[config.mk]
export PLATFORM = sky130hd
export DESIGN_NAME = mabx_core
export DESIGN_NICKNAME = d
export VERILOG_FILES = /design/src/common/mabx_pkg.sv /design/src/hw/mabx_core.sv
export SDC_FILE = /design/constraint.sdc
export NUM_CORES = 1
export LEC_CHECK = 0
export BUFFER_PORTS_ARGS = -buffer_cell sky130_fd_sc_hd__buf_4
export CAP_MARGIN = 0
export CORE_MARGIN = 2
export CORE_UTILIZATION = 55
export CTS_BUF_LIST = sky130_fd_sc_hd__clkbuf_8
export CTS_CLUSTER_SIZE = 16
export DETAILED_ROUTE_END_ITERATION = 10
export PLACE_DENSITY = 0.8
export RECOVER_POWER = 50
export SETUP_SLACK_MARGIN = 0.5
export SKIP_CTS_REPAIR_TIMING = 1
export SLEW_MARGIN = 20
export SYNTH_ARGS = -nofsm -noshare
export SYNTH_HDL_FRONTEND = slang
export SYNTH_SLANG_ARGS = --single-unit
[constraint.sdc]
create_clock -name mclk -period 3.2 [get_ports mclk]
set_clock_uncertainty 0.2 [all_clocks]
set_input_delay 0.64 -clock mclk [delete_from_list [all_inputs] [get_ports mclk]]
set_output_delay 0.64 -clock mclk [all_outputs]
set_load 0.005 [all_outputs]
[src/common/mabx_pkg.sv]
package mabx_pkg;

  // instruction cycle geometry
  localparam int unsigned CLKS_PER_ICYCLE = 4;
  localparam int unsigned PHASE_W         = 2;
  localparam logic [1:0]  PHASE_LAST      = 2'h3;

  // widths
  localparam int unsigned DATA_W = 8;
  localparam int unsigned ADDR_W = 8;
  localparam int unsigned PC_W   = 11;
  localparam int unsigned OP_W   = 6;

  // reset values
  localparam logic [7:0]  ACC_RST = 8'h00;
  localparam logic [10:0] PC_RST  = 11'h000;

  // bit positions used by flag logic
  localparam int unsigned MSB_POS    = 7;
  localparam int unsigned NIBBLE_POS = 4;

  // operations carried out by the core
  typedef enum logic [5:0] {
    OP_NOP        = 6'h00,
    OP_ADD_M      = 6'h01,
    OP_ADD_TO_M   = 6'h02,
    OP_ADD_X      = 6'h03,
    OP_ADC_M      = 6'h04,
    OP_ADC_TO_M   = 6'h05,
    OP_SUB_X      = 6'h06,
    OP_SUB_M      = 6'h07,
    OP_SUB_TO_M   = 6'h08,
    OP_SBC_M      = 6'h09,
    OP_SBC_TO_M   = 6'h0a,
    OP_AND_M      = 6'h0b,
    OP_OR_M       = 6'h0c,
    OP_XOR_M      = 6'h0d,
    OP_AND_TO_M   = 6'h0e,
    OP_OR_TO_M    = 6'h0f,
    OP_XOR_TO_M   = 6'h10,
    OP_AND_X      = 6'h11,
    OP_OR_X       = 6'h12,
    OP_XOR_X      = 6'h13,
    OP_CPL_M      = 6'h14,
    OP_CPL_TO_A   = 6'h15,
    OP_RR_M       = 6'h16,
    OP_RR_TO_A    = 6'h17,
    OP_RRC_M      = 6'h18,
    OP_RRC_TO_A   = 6'h19,
    OP_RL_M       = 6'h1a,
    OP_RL_TO_A    = 6'h1b,
    OP_RLC_M      = 6'h1c,
    OP_RLC_TO_A   = 6'h1d,
    OP_BIT_CLR    = 6'h1e,
    OP_BIT_SET    = 6'h1f,
    OP_JUMP       = 6'h20,
    OP_CALL       = 6'h21,
    OP_RETURN     = 6'h22,
    OP_SKIP_ZERO  = 6'h23,
    OP_SKIP_BIT_Z = 6'h24,
    OP_SKIP_BIT_NZ = 6'h25,
    OP_TABLE_READ = 6'h26,
    OP_HALT       = 6'h27,
    OP_WRITE_PCL  = 6'h28
  } mabx_op_type;

  // decoded instruction presented by the fetch stage
  typedef struct packed {
    mabx_op_type op;
    logic [7:0]  addr;
    logic [7:0]  imm;
    logic [2:0]  bit_sel;
    logic [10:0] target;
  } mabx_instr_type;

  // status flags
  typedef struct packed {
    logic zero;
    logic carry;
    logic aux_carry_flag;
    logic overflow_flag;
  } mabx_flags_type;

  localparam mabx_flags_type FLAGS_RST = '{default: 1'b0};

endpackage

[src/hw/mabx_core.sv]
`timescale 1ns/1ps
`default_nettype none
module mabx_core
  import mabx_pkg::*;
#(
  parameter int unsigned STACK_DEPTH = 8
) (
  input  wire  logic                   mclk,
  input  wire  logic                   nrst,
  input  wire  mabx_pkg::mabx_instr_type instr,
  input  wire  logic [7:0]             mem_rdata,
  input  wire  logic [7:0]             table_rdata,
  input  wire  logic                   wake,
  output logic [10:0]                  pc,
  output logic [7:0]                   mem_addr,
  output logic [7:0]                   mem_wdata,
  output logic                         mem_we,
  output logic [10:0]                  table_addr,
  output logic [7:0]                   accumulator,
  output mabx_pkg::mabx_flags_type     flags,
  output logic                         instr_done,
  output logic                         halted
);
  import mabx_pkg::*;

  initial begin
    if (STACK_DEPTH < 2 || STACK_DEPTH > 16) begin
      $error("mabx_core: STACK_DEPTH must be 2..16");
    end
  end

  localparam int unsigned SP_W = $clog2(STACK_DEPTH);

  typedef enum logic [1:0] {
    ST_EXEC  = 2'b00,
    ST_EXTRA = 2'b01,
    ST_HALT  = 2'b10
  } mabx_state_type;

  mabx_state_type state_reg;
  mabx_state_type state_next;
  logic [PHASE_W-1:0] phase_reg;
  logic [7:0]         accumulator_reg;
  mabx_flags_type     flags_reg;
  logic [10:0]        pc_reg;
  logic [10:0]        pc_next;
  logic [10:0]        stack_mem [STACK_DEPTH];
  logic [SP_W-1:0]    sp_reg;
  logic               cycle_end;

  // datapath results
  logic [7:0]     res;
  logic           wr_acc;
  logic           wr_mem;
  mabx_flags_type flags_next;
  logic           extra_cycle;
  logic           skip_taken;
  logic [8:0]     sum9;
  logic [4:0]     low5;
  logic [7:0]     operand_b;
  logic           is_sub;
  logic           use_carry;
  logic [7:0]     bit_mask;

  // a phase counter groups system clocks into instruction cycles
  assign cycle_end = (phase_reg == PHASE_LAST);

  always_ff @(posedge mclk or negedge nrst) begin
    if (!nrst) begin
      phase_reg <= '0;
    end else if (state_reg == ST_HALT) begin
      phase_reg <= '0; // clock grouping rests while halted
    end else begin
      phase_reg <= phase_reg + PHASE_W'(1);
    end
  end

  // one-hot selector from a 3-bit field covers bits 0..7 exactly
  assign bit_mask = 8'h01 << instr.bit_sel;

  // main combinational execute
  always_comb begin
    logic [7:0] a;
    logic [7:0] m;
    a          = accumulator_reg;
    m          = mem_rdata;
    res        = a;
    wr_acc     = 1'b0;
    wr_mem     = 1'b0;
    flags_next = flags_reg;
    extra_cycle = 1'b0;
    skip_taken = 1'b0;
    is_sub     = 1'b0;
    use_carry  = 1'b0;
    operand_b  = m;
    unique case (instr.op)
      OP_ADD_X, OP_SUB_X: operand_b = instr.imm;
      default:            operand_b = m;
    endcase
    unique case (instr.op)
      OP_SUB_X, OP_SUB_M, OP_SUB_TO_M, OP_SBC_M, OP_SBC_TO_M: is_sub = 1'b1;
      default: is_sub = 1'b0;
    endcase
    unique case (instr.op)
      OP_ADC_M, OP_ADC_TO_M, OP_SBC_M, OP_SBC_TO_M: use_carry = 1'b1;
      default: use_carry = 1'b0;
    endcase
    // subtraction is a + ~b + carry-in, so carry=1 means no borrow
    low5 = {1'b0, a[3:0]} + {1'b0, (is_sub ? ~operand_b[3:0] : operand_b[3:0])}
         + {4'h0, (use_carry ? flags_reg.carry : is_sub)};
    sum9 = {1'b0, a} + {1'b0, (is_sub ? ~operand_b : operand_b)}
         + {8'h00, (use_carry ? flags_reg.carry : is_sub)};
    unique case (instr.op)
      OP_ADD_M, OP_ADD_X, OP_ADC_M, OP_SUB_X, OP_SUB_M, OP_SBC_M,
      OP_ADD_TO_M, OP_ADC_TO_M, OP_SUB_TO_M, OP_SBC_TO_M: begin
        res = sum9[7:0];
        flags_next.zero           = (sum9[7:0] == 8'h00);
        flags_next.carry          = sum9[8];
        flags_next.aux_carry_flag = low5[NIBBLE_POS];
        flags_next.overflow_flag  = (a[MSB_POS] == (is_sub ? ~operand_b[MSB_POS]
                                    : operand_b[MSB_POS])) && (sum9[MSB_POS] != a[MSB_POS]);
        if (instr.op == OP_ADD_TO_M || instr.op == OP_ADC_TO_M ||
            instr.op == OP_SUB_TO_M || instr.op == OP_SBC_TO_M) begin
          wr_mem = 1'b1;
        end else begin
          wr_acc = 1'b1;
        end
      end
      OP_AND_M, OP_AND_TO_M, OP_AND_X, OP_OR_M, OP_OR_TO_M, OP_OR_X,
      OP_XOR_M, OP_XOR_TO_M, OP_XOR_X: begin
        if (instr.op == OP_AND_X || instr.op == OP_OR_X || instr.op == OP_XOR_X) begin
          m = instr.imm;
        end
        if (instr.op == OP_AND_M || instr.op == OP_AND_TO_M || instr.op == OP_AND_X) begin
          res = a & m;
        end else if (instr.op == OP_OR_M || instr.op == OP_OR_TO_M || instr.op == OP_OR_X) begin
          res = a | m;
        end else begin
          res = a ^ m;
        end
        flags_next.zero = (res == 8'h00);
        wr_mem = (instr.op == OP_AND_TO_M || instr.op == OP_OR_TO_M || instr.op == OP_XOR_TO_M);
        wr_acc = !wr_mem;
      end
      OP_CPL_M, OP_CPL_TO_A: begin
        res = ~m;
        flags_next.zero = (res == 8'h00);
        wr_mem = (instr.op == OP_CPL_M);
        wr_acc = (instr.op == OP_CPL_TO_A);
      end
      OP_RR_M, OP_RR_TO_A: begin
        res = {m[0], m[7:1]};
        wr_mem = (instr.op == OP_RR_M);
        wr_acc = !wr_mem;
      end
      OP_RL_M, OP_RL_TO_A: begin
        res = {m[6:0], m[7]};
        wr_mem = (instr.op == OP_RL_M);
        wr_acc = !wr_mem;
      end
      OP_RRC_M, OP_RRC_TO_A: begin
        res = {flags_reg.carry, m[7:1]};
        flags_next.carry = m[0];
        wr_mem = (instr.op == OP_RRC_M);
        wr_acc = !wr_mem;
      end
      OP_RLC_M, OP_RLC_TO_A: begin
        res = {m[6:0], flags_reg.carry};
        flags_next.carry = m[MSB_POS];
        wr_mem = (instr.op == OP_RLC_M);
        wr_acc = !wr_mem;
      end
      OP_BIT_CLR: begin
        res = m & ~bit_mask;
        wr_mem = 1'b1;
      end
      OP_BIT_SET: begin
        res = m | bit_mask;
        wr_mem = 1'b1;
      end
      OP_JUMP, OP_CALL, OP_RETURN, OP_TABLE_READ, OP_WRITE_PCL: begin
        extra_cycle = 1'b1;
        if (instr.op == OP_TABLE_READ) begin
          res = table_rdata;
          wr_mem = 1'b1;
        end
      end
      OP_SKIP_ZERO: begin
        skip_taken  = (m == 8'h00);
        extra_cycle = skip_taken;
      end
      OP_SKIP_BIT_Z, OP_SKIP_BIT_NZ: begin
        skip_taken  = ((m & bit_mask) == 8'h00) == (instr.op == OP_SKIP_BIT_Z);
        extra_cycle = skip_taken;
      end
      OP_NOP, OP_HALT: begin
        res = a;
      end
      default: begin
        res = a;
      end
    endcase
  end

  // program counter successor
  always_comb begin
    pc_next = pc_reg + 11'h001;
    unique case (instr.op)
      OP_JUMP, OP_CALL: pc_next = instr.target;
      OP_RETURN:        pc_next = stack_mem[sp_reg - SP_W'(1)];
      OP_WRITE_PCL:     pc_next = {pc_reg[10:8], accumulator_reg};
      default: begin
        if (skip_taken) begin
          pc_next = pc_reg + 11'h002;
        end
      end
    endcase
  end

  // sequencer: exec cycle, optional extra cycle, halt
  always_comb begin
    state_next = state_reg;
    unique case (state_reg)
      ST_EXEC: begin
        if (cycle_end && instr.op == OP_HALT) begin
          state_next = ST_HALT;
        end else if (cycle_end && extra_cycle) begin
          state_next = ST_EXTRA;
        end
      end
      ST_EXTRA: begin
        if (cycle_end) begin
          state_next = ST_EXEC;
        end
      end
      ST_HALT: begin
        if (wake) begin
          state_next = ST_EXEC;
        end
      end
      default: state_next = ST_EXEC;
    endcase
  end

  always_ff @(posedge mclk or negedge nrst) begin
    if (!nrst) begin
      state_reg <= ST_EXEC;
    end else begin
      state_reg <= state_next;
    end
  end

  // architectural state commits at the end of the execute cycle only
  always_ff @(posedge mclk or negedge nrst) begin
    if (!nrst) begin
      accumulator_reg <= ACC_RST;
      flags_reg       <= FLAGS_RST;
      pc_reg          <= PC_RST;
    end else if (state_reg == ST_EXEC && cycle_end) begin
      if (wr_acc) begin
        accumulator_reg <= res;
      end
      flags_reg <= flags_next;
      if (instr.op != OP_HALT) begin
        pc_reg <= pc_next; // halted core holds the next fetch address
      end else begin
        pc_reg <= pc_reg + 11'h001;
      end
    end
  end

  // return stack; call pushes successor, return pops. overflow wraps silently
  always_ff @(posedge mclk or negedge nrst) begin
    if (!nrst) begin
      sp_reg <= '0;
    end else if (state_reg == ST_EXEC && cycle_end) begin
      if (instr.op == OP_CALL) begin
        sp_reg <= sp_reg + SP_W'(1);
      end else if (instr.op == OP_RETURN) begin
        sp_reg <= sp_reg - SP_W'(1);
      end
    end
  end

  always_ff @(posedge mclk) begin
    if (state_reg == ST_EXEC && cycle_end && instr.op == OP_CALL) begin
      stack_mem[sp_reg] <= pc_reg + 11'h001;
    end
  end

  // memory write strobe is registered, so it lands one clock after the last clock of the execute cycle
  always_ff @(posedge mclk or negedge nrst) begin
    if (!nrst) begin
      mem_wdata <= 8'h00;
      mem_we    <= 1'b0;
    end else begin
      mem_wdata <= res;
      mem_we    <= (state_reg == ST_EXEC) && cycle_end && wr_mem;
    end
  end

  assign mem_addr    = instr.addr;
  assign table_addr  = {pc_reg[10:8], accumulator_reg};
  assign pc          = pc_reg;
  assign accumulator = accumulator_reg;
  assign flags       = flags_reg;
  assign halted      = (state_reg == ST_HALT);
  assign instr_done  = cycle_end && ((state_reg == ST_EXTRA) ||
                       (state_reg == ST_EXEC && !extra_cycle && instr.op != OP_HALT));

endmodule
`default_nettype wire

==> flow_summary.yaml <==
timing:
  worst_pin_slew_ps: 1130
  fin_ws_ps: -456
  relSlewSlack: 0.240
  report.final.hold_viol_count: 0
  max_freq_mhz: 274
  rsz0062_at_grt: "true"
  setup_viol: 10
  min_period_over_period: 1.14
  period_needed_ps: 3660
  slew_violations: 0
  holdWs_ps: 196
route:
  totalWireLength_um: 26700
  via_count: 7275
  wl_per_cell_um: 23.7
  ant_nets: 0
  first_pass_iters: 5
  drc: 0
  routed_via_density: 6.46
  drt_iter0_drc: 780
critical_path:
  path_buf_inv: 1
  worstSetupEndpoint: "flags[3]$_DFFE_PN0P_"
  rr_startpoint: "flags[2]$_DFFE_PN0P_"
  cpMaxStageDelayCell: "or4_1"
  critPathKind: "in -> reg"
  crit_cells: 12
  startpoint: "instr[32]"
  r2r_setup_slack_ps: -440
  end_kind: "flip-flop"
  required_ps: 3380
  reg2regPathDepth: 11
  worstReg2RegEnd: "flags[3]$_DFFE_PN0P_"
  slowest_delay_ps: 490
  path_cells: "buf_12 -> xor2_4 -> nand3_4 -> mux2i_4 -> xor2_2 -> fa_2 -> fa_2 -> xor2_2 -> or4_1 -> or4_1 -> or3_1 -> a32oi_1"
  start_kind: "primary input"
  critPathTopFamily: "simple AND/OR/NAND/NOR gates"
  cp_max_fo: 5
  cp.arrival_ps: 3830
power:
  p_per_area_mw_per_mm2: 645
  p_leak_nw: 4.31
  ir_drop_mv: 0.557
placement:
  hpwl_um: 18700
  port_buffers: 91
  placed_cell_area_mm2: 0.00981
  gp_congestion: 1.06
logic_synthesis:
  synth_ff_type: "edfxtp_1"
  synth_warnings: 0
  synth_fp_nets: 854
  yosys-top-cells-count: "edfxtp_1 (88), nand2_1 (60), nor2_1 (55)"
  netlist.area_leader.share: 0.321
  synthCells: 769
  synth_seq_cells: 127
  seq_area_frac_synth: 0.439
  synth_area_mm2: 0.00824
  synth_top_area_cell: "edfxtp_1"
  syn_area_per_cell_um2: 10.7
  synth.area.top_cells: "edfxtp_1 (32%), dfrtp_1 (12%), mux4_2 (6.3%)"
  synth_most_common_cell: "edfxtp_1"
  synth.distinct_cells: 75
  synth-edff-count: 88
  async_flop_share: 0.307
status:
  status: "finished, violations left"
  violations: "setup timing"
layout:
  drive_gt1_frac: 0.368
  synthToLayoutAreaGrowth_pct: 31.4
  diodes: 0
  fin_area_mm2: 0.0108
  final_util: 0.742
  largest_reg_flops: 88
  nets: 1015
clocking:
  htreeDepth: 4
  cts.sinks: 127
  numCtsBuffers: 17
  cts_tree: "yes"
  clk_latency_ps: 450
  clockBufferDepth: 2
  root_buffer: "clkbuf_8"
  clkTransAtPathRegs_ps: 90
global_routing:
  antenna_found_initial: 0
  grt_max_degree: 40
  grt_pass1_wl_um: 39500
  grt_pass1_vias: 7133
  grt-ovfl-total: 0
  grt_usage: 0.325
die:
  rows: 44
  design.die.area_mm2: 0.0160
  ioPinCount: 108
  initial_core_util: 0.565
  fp.coreArea_mm2: 0.0146
  dieHeight_um: 126
  die_w_um: 126
run:
  cap_viol_max_count: 0
worst_hold_path:
  hold_class: "in -> reg"
## per-stage QoR
stage          worst slack, ps  instances  power, mW  TNS (ps)
3_3_place_gp              -794       1071       5.22     -7470
3_5_place_dp              -862       1071       5.32     -8450
5_1_grt                   -546       1127       7.32     -3740
6_report                  -456       1127       6.99     -1970
4_1_cts                   -388       1103       6.74     -1330
2_1_floorplan             -814        769       4.16     -4590
## metal layers
metal	vias to the layer above	wire, um	global-route usage
li1	3193	-	-
met1	3504	9820	0.400
met2	454	13100	0.544
met3	124	2090	0.0519
met4	0	1670	0.190
met5	-	0	0
## where the power goes
part | internal [mW] | switching (mW) | leakage, nW
Combinational | 1.52 | 1.66 | 2.84
Clock | 0.651 | 0.747 | 0.201
Sequential | 2.09 | 0.320 | 1.27
Total | 4.26 | 2.73 | 4.31
## how the worst min path moves through the flow
| stage | startpoint | depth (start not counted) | slack (ps) | to |
|---|---|---|---|---|
| 2_1_floorplan | nrst | 0 | 140 | accumulator[0]$_DFFE_PN0P_ |
| 3_3_place_gp | phase_reg[0]$_DFF_PN0_ | 1 | 220 | phase_reg[0]$_DFF_PN0_ |
| 3_5_place_dp | phase_reg[0]$_DFF_PN0_ | 1 | 230 | phase_reg[0]$_DFF_PN0_ |
| 4_1_cts | nrst | 1 | -40 | flags[0]$_DFFE_PN0P_ |
| 5_1_grt | wake | 2 | 180 | state_reg[1]$_DFFE_PN0P_ |
| 6_report | wake | 2 | 200 | state_reg[1]$_DFFE_PN0P_ |
## cell families (layout without fill, tap and decap cells)
logic type                 Yosys count  in the layout  share of synthesized area
DFF                                127            127                      0.439
xor gates and xnor gates            37             37                     0.0393
muxes                               77             77                      0.131
adders and majority gates           32             32                     0.0498
buffers and inverters               99            273                     0.0603
AOI/OAI and AO/OA                  176            176                      0.147
and+or+nand+nor                    221            221                      0.134
## cells in the final DEF (no fill, tap or decap), types with 8 or more instances in the layout
cell and instances:
mux4_2 23, mux2_2 10, o21ai_1 8, mux2i_1 35
a22oi_1 13, o21ai_0 34, nor2_1 49, a21oi_1 25
o31ai_1 9, inv_1 28, buf_4 129, ha_1 26
clkbuf_8 17, buf_12 14, edfxtp_1 88, dfrtp_1 37
nand2_1 55, nand3_1 17, nor3_1 13, xnor2_1 12
nand2b_1 9, clkbuf_1 11, buf_6 14, a21o_1 10
xor2_1 17, clkbuf_4 34
## cell type report
cell class / count / area (um^2)
clock buffer: 17 / 234
clock inverter: 15 / 163
fill: 994 / 3760
inverter: 30 / 113
multi-input combinational: 543 / 4630
sequential: 127 / 3620
tap: 184 / 230
timing repair buffer: 211 / 1830
No activity file was read; power rests on OpenSTA's default activity.
